===== config.mk =====
export PLATFORM = sky130hd
export DESIGN_NAME = serial_segment_exchange
export DESIGN_NICKNAME = d
export VERILOG_FILES = /design/src/rtl/serial_segment_pkg.sv /design/src/rtl/serial_segment_exchange.sv
export VERILOG_INCLUDE_DIRS = /design/src /design/src/rtl
export SDC_FILE = /design/constraint.sdc
export NUM_CORES = 1
export LEC_CHECK = 0
export ABC_AREA = 1
export BUFFER_PORTS_ARGS = -buffer_cell sky130_fd_sc_hd__buf_2
export CAP_MARGIN = 20
export CORE_UTILIZATION = 50
export DETAILED_ROUTE_END_ITERATION = 10
export GPL_TIMING_DRIVEN = 1
export PLACE_DENSITY_LB_ADDON = 0.05
export RECOVER_POWER = 100
export SLEW_MARGIN = 15
export SYNTH_ARGS = -nofsm -noshare
export SYNTH_HDL_FRONTEND = slang
export SYNTH_SLANG_ARGS = --single-unit

===== constraint.sdc =====
create_clock -name clock -period 3.5 [get_ports clock]
set_input_delay 0 -clock clock [delete_from_list [all_inputs] [get_ports clock]]
set_output_delay 0 -clock clock [all_outputs]
set_load 0.02 [all_outputs]

===== src/rtl/serial_segment_exchange_regs.svh =====
// Purpose: Attribute numbers, field positions and reset values of the segment exchange.
// Assumes: Attributes are addressed by their number on the attribute access port.
// Notes: Included by the design.
//
// Contract
// (RULE1) Each receive segment reports its valid byte count, zero to seven.
// (RULE2) Receive tag advances 0,1,2,3,0 with every new input segment.
// (RULE3) Transmit acknowledge echoes the last output tag once its bytes are taken.
// (RULE4) Status bit is 1 while exchange is error free, 0 when disturbed.
// (RULE5) On disturbance with diagnostics released, diagnostic bits show the cause.
// (RULE6) Master restores status itself through the status clear request.
// (RULE7) Diagnostic byte is part of the input segment only in header mode 1.
// (RULE8) Diagnostic bits 0 to 2 reserved; bit 3 flags unsupported parameters.
// (RULE9) Diagnostic bit 4 flags an internal hardware failure.
// (RULE10) Diagnostic bit 5 flags terminal equipment ignoring flow control.
// (RULE11) Diagnostic bit 6 flags a character frame format mismatch.
// (RULE12) Diagnostic bit 7 flags receive overflow; bits 8 to 15 reserved.
// (RULE13) Received characters appear as byte array positions zero to seven.
// (RULE14) Reading the release variant of the receive array acknowledges it.
// (RULE15) Master states the valid byte count of each output segment.
// (RULE16) Master advances the transmit tag 0,1,2,3,0 per output segment.
// (RULE17) Status returns to 1 on request fall; request 0 ignores count/tag/ack changes.
// (RULE18) Mode 0 gives seven user bytes, mode 1 six user bytes plus diagnostics.
// (RULE19) Master acknowledges each receive segment by echoing its receive tag.
// (RULE20) Output segment is new only when its transmit tag differs from the last.
// (RULE21) A new receive segment is delivered only after the previous tag is acknowledged.
`ifndef SERIAL_SEGMENT_EXCHANGE_REGS_SVH
`define SERIAL_SEGMENT_EXCHANGE_REGS_SVH

`define ATTR_RX_COUNT 8'h70
`define ATTR_RX_TAG 8'h71
`define ATTR_TX_ECHO 8'h72
`define ATTR_LINK_HEALTH 8'h73
`define ATTR_FAULT_CAUSE 8'h74
`define ATTR_RX_ARRAY 8'h75
`define ATTR_RX_ARRAY_ACK 8'h76
`define ATTR_TX_COUNT 8'h77
`define ATTR_TX_TAG 8'h78
`define ATTR_RX_ACK 8'h79
`define ATTR_STATUS_CLEAR 8'h7a
`define ATTR_TX_ARRAY 8'h7c
`define ATTR_HEADER_MODE 8'h80
`define ATTR_DIAG_DISABLE 8'h82

`define DIAG_PARAM_BIT 3
`define DIAG_HW_BIT 4
`define DIAG_HANDSHAKE_BIT 5
`define DIAG_FRAME_BIT 6
`define DIAG_OVERFLOW_BIT 7

`define USER_BYTES_MODE0 3'h7
`define USER_BYTES_MODE1 3'h6

`define RST_LINK_HEALTH 1'b1
`define RST_HEADER_MODE 1'b0
`define RST_DIAG_DISABLE 1'b0
`define RST_STATUS_CLEAR 1'b0
`define RST_TAG 2'h0

`endif


===== src/rtl/serial_segment_pkg.sv =====
// Purpose: Types shared by the segment exchange.
// Assumes: Constants live in the _regs header.
// Notes: None.
package serial_segment_pkg;
  typedef enum logic [0:0] {
    TX_IDLE = 1'b0,
    TX_SEND = 1'b1
  } tx_state_type;
  typedef logic [7:0] byte_type;
  typedef logic [1:0] tag_type;
endpackage


===== src/rtl/serial_segment_exchange.sv =====
// Purpose: Segment level process data exchange between a fieldbus master and a serial link.
// Assumes: Attribute port and serial byte streams run on clock; one access per cycle.
// Notes: Get and set answer with one registered ack pulse; unknown attributes read zero.
`timescale 1ns/1ps
`include "serial_segment_exchange_regs.svh"

module serial_segment_exchange #(
  parameter int SEG_BYTES = 8
) (
  // Clock and reset
  input wire logic clock,
  input wire logic srst,
  // Attribute access from the master
  input wire logic [7:0] attr_num,
  input wire logic attr_get,
  input wire logic attr_set,
  input wire logic [63:0] attr_wdata,
  output logic [63:0] attr_rdata,
  output logic attr_ack,
  // Received characters from the serial controller
  input wire logic rx_char_valid,
  input wire serial_segment_pkg::byte_type rx_char,
  output logic rx_char_ready,
  // Characters to transmit to the serial controller
  output logic tx_char_valid,
  output serial_segment_pkg::byte_type tx_char,
  input wire logic tx_char_ready,
  // Fault events from the serial controller
  input wire logic param_fault,
  input wire logic hw_fault,
  input wire logic handshake_fault,
  input wire logic frame_fault
);
  import serial_segment_pkg::*;

  // Attribute state
  logic header_mode_q;
  logic diag_disable_q;
  logic clear_req_q;
  logic [2:0] tx_count_q;
  tag_type tx_tag_q;
  tag_type rx_ack_q;
  byte_type tx_array_q [SEG_BYTES];
  // Receive path
  byte_type stage_q [SEG_BYTES];
  logic [2:0] stage_cnt_q;
  byte_type seg_q [SEG_BYTES];
  logic [2:0] seg_cnt_q;
  tag_type rx_tag_q;
  // Transmit path
  tx_state_type tx_state_q;
  byte_type send_q [SEG_BYTES];
  logic [2:0] send_cnt_q;
  logic [2:0] send_idx_q;
  tag_type accepted_tag_q;
  tag_type tx_echo_q;
  // Health
  logic link_ok_q;
  byte_type diag_q;

  logic [2:0] user_cap;
  logic set_ok;
  logic clear_fall;
  logic publish;
  logic stage_full;
  logic fault_any;
  logic tx_new;
  logic [63:0] seg_flat;

  function automatic logic hit(input logic [7:0] num, input logic [7:0] attr);
    hit = (num == attr);
  endfunction

  assign user_cap = header_mode_q ? `USER_BYTES_MODE1 : `USER_BYTES_MODE0; // RULE18
  assign set_ok = attr_set & clear_req_q; // RULE17
  assign clear_fall = attr_set & hit(attr_num, `ATTR_STATUS_CLEAR) & clear_req_q
    & ~attr_wdata[0]; // RULE17
  assign stage_full = (stage_cnt_q >= user_cap);
  assign fault_any = param_fault | hw_fault | handshake_fault | frame_fault
    | (rx_char_valid & stage_full);
  assign publish = (rx_ack_q == rx_tag_q) && (stage_cnt_q != 3'h0); // RULE21
  assign tx_new = set_ok & hit(attr_num, `ATTR_TX_TAG)
    & (attr_wdata[1:0] != accepted_tag_q) & (tx_state_q == TX_IDLE); // RULE20
  assign rx_char_ready = 1'b1;
  assign tx_char_valid = (tx_state_q == TX_SEND);

  // Offered character register, loaded one step ahead of each take
  always_ff @(posedge clock)
  begin
    if (srst)
      tx_char <= 8'h00;
    else if (tx_new)
      tx_char <= tx_array_q[0];
    else if ((tx_state_q == TX_SEND) && tx_char_ready)
      tx_char <= send_q[send_idx_q + 3'h1];
  end

  genvar gi;
  generate
    for (gi = 0; gi < SEG_BYTES; gi++)
    begin : g_flat
      assign seg_flat[gi*8 +: 8] = seg_q[gi]; // RULE13
    end
  endgenerate

  // Configuration attributes
  always_ff @(posedge clock)
  begin
    if (srst)
    begin
      header_mode_q <= `RST_HEADER_MODE;
      diag_disable_q <= `RST_DIAG_DISABLE;
      clear_req_q <= `RST_STATUS_CLEAR;
    end
    else if (attr_set)
    begin
      if (hit(attr_num, `ATTR_HEADER_MODE))
        header_mode_q <= attr_wdata[0];
      if (hit(attr_num, `ATTR_DIAG_DISABLE))
        diag_disable_q <= attr_wdata[0];
      if (hit(attr_num, `ATTR_STATUS_CLEAR))
        clear_req_q <= attr_wdata[0];
    end
  end

  // Output segment count and tag, taken only while the clear request is 1; the array is taken always
  always_ff @(posedge clock)
  begin
    if (srst)
    begin
      tx_count_q <= 3'h0;
      tx_tag_q <= `RST_TAG;
    end
    else if (set_ok)
    begin
      if (hit(attr_num, `ATTR_TX_COUNT))
        tx_count_q <= (attr_wdata[7:0] > 8'h07) ? 3'h7 : attr_wdata[2:0]; // RULE15
      if (hit(attr_num, `ATTR_TX_TAG))
        tx_tag_q <= attr_wdata[1:0]; // RULE16
    end
  end

  always_ff @(posedge clock)
  begin
    if (srst)
    begin
      for (int i = 0; i < SEG_BYTES; i++)
        tx_array_q[i] <= 8'h00;
    end
    else if (attr_set && hit(attr_num, `ATTR_TX_ARRAY))
    begin
      for (int i = 0; i < SEG_BYTES; i++)
        tx_array_q[i] <= attr_wdata[i*8 +: 8];
    end
  end

  // Receive acknowledge: explicit echo or a read of the release array
  always_ff @(posedge clock)
  begin
    if (srst)
      rx_ack_q <= `RST_TAG;
    else if (attr_get && hit(attr_num, `ATTR_RX_ARRAY_ACK))
      rx_ack_q <= rx_tag_q; // RULE14
    else if (set_ok && hit(attr_num, `ATTR_RX_ACK))
      rx_ack_q <= attr_wdata[1:0]; // RULE19
  end

  // Staging of received characters
  always_ff @(posedge clock)
  begin
    if (srst)
    begin
      stage_cnt_q <= 3'h0;
      for (int i = 0; i < SEG_BYTES; i++)
        stage_q[i] <= 8'h00;
    end
    else
    begin
      if (publish)
        stage_cnt_q <= (rx_char_valid && (stage_cnt_q < user_cap)) ? 3'h1 : 3'h0;
      else if (rx_char_valid && !stage_full)
        stage_cnt_q <= stage_cnt_q + 3'h1;
      if (rx_char_valid && !stage_full)
      begin
        if (publish)
          stage_q[0] <= rx_char;
        else
          stage_q[stage_cnt_q] <= rx_char;
      end
    end
  end

  // Publishing of input segments
  always_ff @(posedge clock)
  begin
    if (srst)
    begin
      seg_cnt_q <= 3'h0;
      rx_tag_q <= `RST_TAG;
      for (int i = 0; i < SEG_BYTES; i++)
        seg_q[i] <= 8'h00;
    end
    else if (publish)
    begin
      seg_cnt_q <= stage_cnt_q; // RULE1
      rx_tag_q <= rx_tag_q + 2'h1; // RULE2
      for (int i = 0; i < SEG_BYTES; i++)
        seg_q[i] <= (i < int'(stage_cnt_q)) ? stage_q[i] : 8'h00;
    end
  end

  // Transmit sequencing
  always_ff @(posedge clock)
  begin
    if (srst)
    begin
      tx_state_q <= TX_IDLE;
      send_cnt_q <= 3'h0;
      send_idx_q <= 3'h0;
      accepted_tag_q <= `RST_TAG;
      tx_echo_q <= `RST_TAG;
      for (int i = 0; i < SEG_BYTES; i++)
        send_q[i] <= 8'h00;
    end
    else
    begin
      unique case (tx_state_q)
        TX_IDLE:
        begin
          if (tx_new)
          begin
            accepted_tag_q <= attr_wdata[1:0];
            send_cnt_q <= tx_count_q;
            send_idx_q <= 3'h0;
            for (int i = 0; i < SEG_BYTES; i++)
              send_q[i] <= tx_array_q[i];
            if (tx_count_q == 3'h0)
              tx_echo_q <= attr_wdata[1:0]; // RULE3
            else
              tx_state_q <= TX_SEND;
          end
        end
        TX_SEND:
        begin
          if (tx_char_ready)
          begin
            send_idx_q <= send_idx_q + 3'h1;
            if (send_idx_q + 3'h1 == send_cnt_q)
            begin
              tx_state_q <= TX_IDLE;
              tx_echo_q <= accepted_tag_q; // RULE3
            end
          end
        end
      endcase
    end
  end

  // Link health; a fault in the clearing cycle wins
  always_ff @(posedge clock)
  begin
    if (srst)
      link_ok_q <= `RST_LINK_HEALTH;
    else if (fault_any)
      link_ok_q <= 1'b0; // RULE4
    else if (clear_fall)
      link_ok_q <= 1'b1; // RULE6 RULE17
  end

  // Diagnostic causes, latched while diagnostics are released
  always_ff @(posedge clock)
  begin
    if (srst)
      diag_q <= 8'h00;
    else if (!diag_disable_q && fault_any)
    begin
      diag_q[2:0] <= 3'h0; // RULE8
      diag_q[`DIAG_PARAM_BIT] <= diag_q[`DIAG_PARAM_BIT] | param_fault; // RULE5 RULE8
      diag_q[`DIAG_HW_BIT] <= diag_q[`DIAG_HW_BIT] | hw_fault; // RULE9
      diag_q[`DIAG_HANDSHAKE_BIT] <= diag_q[`DIAG_HANDSHAKE_BIT] | handshake_fault; // RULE10
      diag_q[`DIAG_FRAME_BIT] <= diag_q[`DIAG_FRAME_BIT] | frame_fault; // RULE11
      diag_q[`DIAG_OVERFLOW_BIT] <= diag_q[`DIAG_OVERFLOW_BIT]
        | (rx_char_valid & stage_full); // RULE12
    end
    else if (clear_fall || diag_disable_q)
      diag_q <= 8'h00;
  end

  // Attribute read data and acknowledge
  always_ff @(posedge clock)
  begin
    if (srst)
    begin
      attr_rdata <= 64'h0;
      attr_ack <= 1'b0;
    end
    else
    begin
      attr_ack <= attr_get | attr_set;
      attr_rdata <= 64'h0;
      if (attr_get)
      begin
        unique case (attr_num)
          `ATTR_RX_COUNT: attr_rdata <= {61'h0, seg_cnt_q}; // RULE1
          `ATTR_RX_TAG: attr_rdata <= {62'h0, rx_tag_q}; // RULE2
          `ATTR_TX_ECHO: attr_rdata <= {62'h0, tx_echo_q}; // RULE3
          `ATTR_LINK_HEALTH: attr_rdata <= {63'h0, link_ok_q}; // RULE4
          `ATTR_FAULT_CAUSE: attr_rdata <= {56'h0, header_mode_q ? diag_q : 8'h00}; // RULE7
          `ATTR_RX_ARRAY: attr_rdata <= seg_flat; // RULE13
          `ATTR_RX_ARRAY_ACK: attr_rdata <= seg_flat; // RULE14
          `ATTR_TX_COUNT: attr_rdata <= {61'h0, tx_count_q};
          `ATTR_TX_TAG: attr_rdata <= {62'h0, tx_tag_q};
          `ATTR_RX_ACK: attr_rdata <= {62'h0, rx_ack_q};
          `ATTR_STATUS_CLEAR: attr_rdata <= {63'h0, clear_req_q};
          `ATTR_HEADER_MODE: attr_rdata <= {63'h0, header_mode_q};
          `ATTR_DIAG_DISABLE: attr_rdata <= {63'h0, diag_disable_q};
          default: attr_rdata <= 64'h0;
        endcase
      end
    end
  end
endmodule // serial_segment_exchange


==> flow_metrics.env <==
export IMPL_status="finished with violations"
export IMPL_violations="max-capacitance violations, max-slew violations"
export IMPL_r2r_setup_slack_ps=550
export IMPL_post_drt_wl_per_cell_um=14.9
export IMPL_cts_resized=0
export IMPL_grt_use_total_pct=22.1
export IMPL_grt_pass1_vias=9782
export IMPL_htree_levels=2
export IMPL_period_share_pct=87.9
export IMPL_ys_top_cells_by_area="edfxtp_1 (53%), dfxtp_1 (15%), nor2_1 (9.2%)"
export IMPL_rr_worst_depth=9
export IMPL_drt_pass1_iter_count=7
export IMPL_p_leak_nw=7.15
export IMPL_setup_viol=0
export IMPL_maxSlewViolCount=133
export IMPL_drc=0
export IMPL_synth_area_mm2=0.0137
export IMPL_clock_latency_ps=520
export IMPL_synthCells=1400
export IMPL_period_minus_slack_ps=3080
export IMPL_dieHeight_um=168
export IMPL_synth_seq_cells=340
export IMPL_start_util_pct=50.8
export IMPL_min_to="stage_q[4][4]$_SDFFCE_PN0P_"
export IMPL_worstSetupEndpointType="flop"
export IMPL_cts_tree="yes"
export IMPL_ys_warn_count=0
export IMPL_wirelength_um=29900
export IMPL_drt_antenna_violating_nets=0
export IMPL_rows=60
export IMPL_first_iter_violations=637
export IMPL_worstPathArrival_ps=3420
export IMPL_min_delay_start="rx_char[4]"
export IMPL_totalNegativeSetupSlack_ps=0
export IMPL_clock_path_buffers=3
export IMPL_hold_violations=0
export IMPL_io_buffers=155
export IMPL_nets=1738
export IMPL_n_antenna_cell=0
export IMPL_p_per_area_mw_per_mm2=569
export IMPL_rsz0062_at_grt="no"
export IMPL_design_die_area_mm2=0.0281
export IMPL_grt_ovfl_total=0
export IMPL_fin_util_pct=62.3
export IMPL_vias_per_cell=4.86
export IMPL_cts_sinks=340
export IMPL_root_buffer="clkbuf_16"
export IMPL_clock_skew_final_ps=21.3
export IMPL_rr_endpoint="stage_q[5][4]$_SDFFCE_PN0P_"
export IMPL_crit_required_ps=3850
export IMPL_die_w_um=168
export IMPL_io_pins=165
export IMPL_gp_congestion=0.901
export IMPL_clk_pin_slew_ps=60
export IMPL_dp_hpwl_um=18800
export IMPL_min_path_type="in2reg"
export IMPL_synthDistinctLibCells=39
export IMPL_synth_largest_area_cell="edfxtp_1"
export IMPL_core_area_mm2=0.0270
export IMPL_drive_above_1_share_pct=9.81
export IMPL_ir_worst_vdd_v=0.000349
export IMPL_fmax_ghz=0.325
export IMPL_hold_buffers=87
export IMPL_cap_violations=3
export IMPL_cts_buffers=37
export IMPL_path_class="in2reg"
export IMPL_seq_area_frac_synth_pct=67.2
export IMPL_grt_max_degree=60
export IMPL_crit_fanout=39
export IMPL_maxSlewHeadroom_pct=-57.7
export IMPL_antenna_found_initial=0
export IMPL_vias=9786
export IMPL_avgSynthCellArea_um2=9.79
export IMPL_reg2reg_from="stage_cnt_q[0]$_SDFFE_PP0P_"
export IMPL_yosysTopAreaCellShare_pct=52.6
export IMPL_tightest_slew_ps=2370
export IMPL_hold_depth=3
export IMPL_post_cts_buffers=0
export IMPL_critPathLaunchType="primary input"
export IMPL_layout_area_overhead_vs_synth_pct=22.5
export IMPL_grt_pass1_wl_um=48900
## area by class of cell
class | instances | area [um^2]
multi-input cells | 759 | 3240
fillers | 2299 | 10200
clock inverters | 22 | 259
inverters | 254 | 953
repair buffers | 252 | 1670
well taps | 341 | 427
clock buffers | 44 | 1030
flip-flops and latches | 340 | 9210
## cell usage in the layout (no fill, tap or decap), types with 5 or more instances in the layout
master	synthesis	routed
conb_1	2	9
clkbuf_16	0	40
o211ai_1	5	5
inv_1	250	253
bufinv_16	0	5
nor2_1	337	338
nand2_1	205	208
nand3_1	54	60
a211oi_1	6	6
o22ai_1	6	6
edfxtp_1	240	240
dfxtp_1	100	100
o21ai_0	30	31
a21oi_1	52	53
clkinv_2	0	10
nor3_1	13	13
a32oi_1	5	5
buf_2	19	88
clkbuf_1	18	72
dlygate4sd3_1	0	87
## power by group
| part | switching, mW | leakage [nW] | internal [mW] |
|---|---|---|---|
| registers | 0.126 | 3.26 | 4.71 |
| logic | 0.461 | 3.26 | 0.215 |
| clock network | 1.57 | 0.635 | 2.48 |
## registers in the layout, indices dropped and copies added (netlist names)
| register | count |
|---|---|
| diag_disable_q | 1 |
| send_cnt_q | 3 |
| clear_req_q | 1 |
| rx_tag_q | 2 |
| tx_count_q | 3 |
| attr_ack | 1 |
| rx_ack_q | 2 |
| tx_echo_q | 2 |
| tx_char | 8 |
| tx_char_valid | 1 |
| stage_cnt_q | 3 |
| tx_tag_q | 2 |
| stage_q | 56 |
| send_idx_q | 3 |
| seg_q | 56 |
| send_q | 64 |
| header_mode_q | 1 |
| link_ok_q | 1 |
| tx_array_q | 64 |
| seg_cnt_q | 3 |
| accepted_tag_q | 2 |
| diag_q | 5 |
| attr_rdata | 56 |
## critical path, stage by stage
cell	delay, ps
dlygate4sd3_1	520
clkbuf_1	190
inv_1	80
nor2_1	90
nand2_1	50
dlygate4sd3_1	560
nor2_1	270
nand2_1	180
nor2_4	280
nand2_1	430
buf_2	530
nor2_1	240
## through the flow
step	hold slack [ps]	setup slack, ps	instances	total power, mW	cell area [um^2]
2_1_floorplan	150	570	1407	5.32	13700
3_3_place_gp	266	633	1857	5.53	14800
3_5_place_dp	280	566	1857	5.54	14800
4_1_cts	1.59	525	2010	9.64	16900
5_1_grt	17.4	169	2012	9.90	16800
6_report	16.2	423	2012	9.55	16800
## cell usage after synthesis (all sizes together)
master,number
ha,4
dfxtp,100
o211ai,5
nor2,342
buf,36
a211oi,6
conb,2
nand4,4
nor3b,1
nand3,61
xnor2,1
a21oi,53
clkbuf,18
edfxtp,240
o31ai,1
nor3,13
a31oi,2
o22ai,6
xor2,1
o21ai,31
a32oi,5
nand2,209
nand3b,1
clkinv,1
o311ai,1
nor4,2
or2,1
inv,253
## worst max-delay path by stage
stage | slack, ps | endpoint | from
after floorplan | 570 | stage_q[2][0]$_SDFFCE_PN0P_ | stage_cnt_q[0]$_SDFFE_PP0P_
after global placement | 630 | stage_q[4][1]$_SDFFCE_PN0P_ | stage_cnt_q[0]$_SDFFE_PP0P_
after detailed placement | 570 | stage_q[4][1]$_SDFFCE_PN0P_ | stage_cnt_q[0]$_SDFFE_PP0P_
after CTS | 530 | stage_q[4][5]$_SDFFCE_PN0P_ | stage_cnt_q[0]$_SDFFE_PP0P_
after global routing | 170 | send_q[5][0]$_SDFFCE_PN0P_ | attr_num[3]
final | 420 | send_q[5][0]$_SDFFCE_PN0P_ | attr_num[3]
## metal layers
metal / track usage, % / share of wire (%) / up-vias
met5: 0 / 0 / -
met4: 6.66 / 2.1 / 0
met3: 2.98 / 5.2 / 49
met2: 35.0 / 44 / 276
met1: 31.7 / 49 / 4560
li1: - / - / 4901
## cells by family after synthesis
logic type / synth area share, %
AND/OR/NAND/NOR: 18.8
flip-flops: 67.2
buffers and inverters: 8.91
AO/OA/AOI/OAI: 4.50
adder cells (fa/ha/maj): 0.365
XOR/XNOR: 0.128
other: 0.0548
No activity file was read; power rests on OpenSTA's default activity.
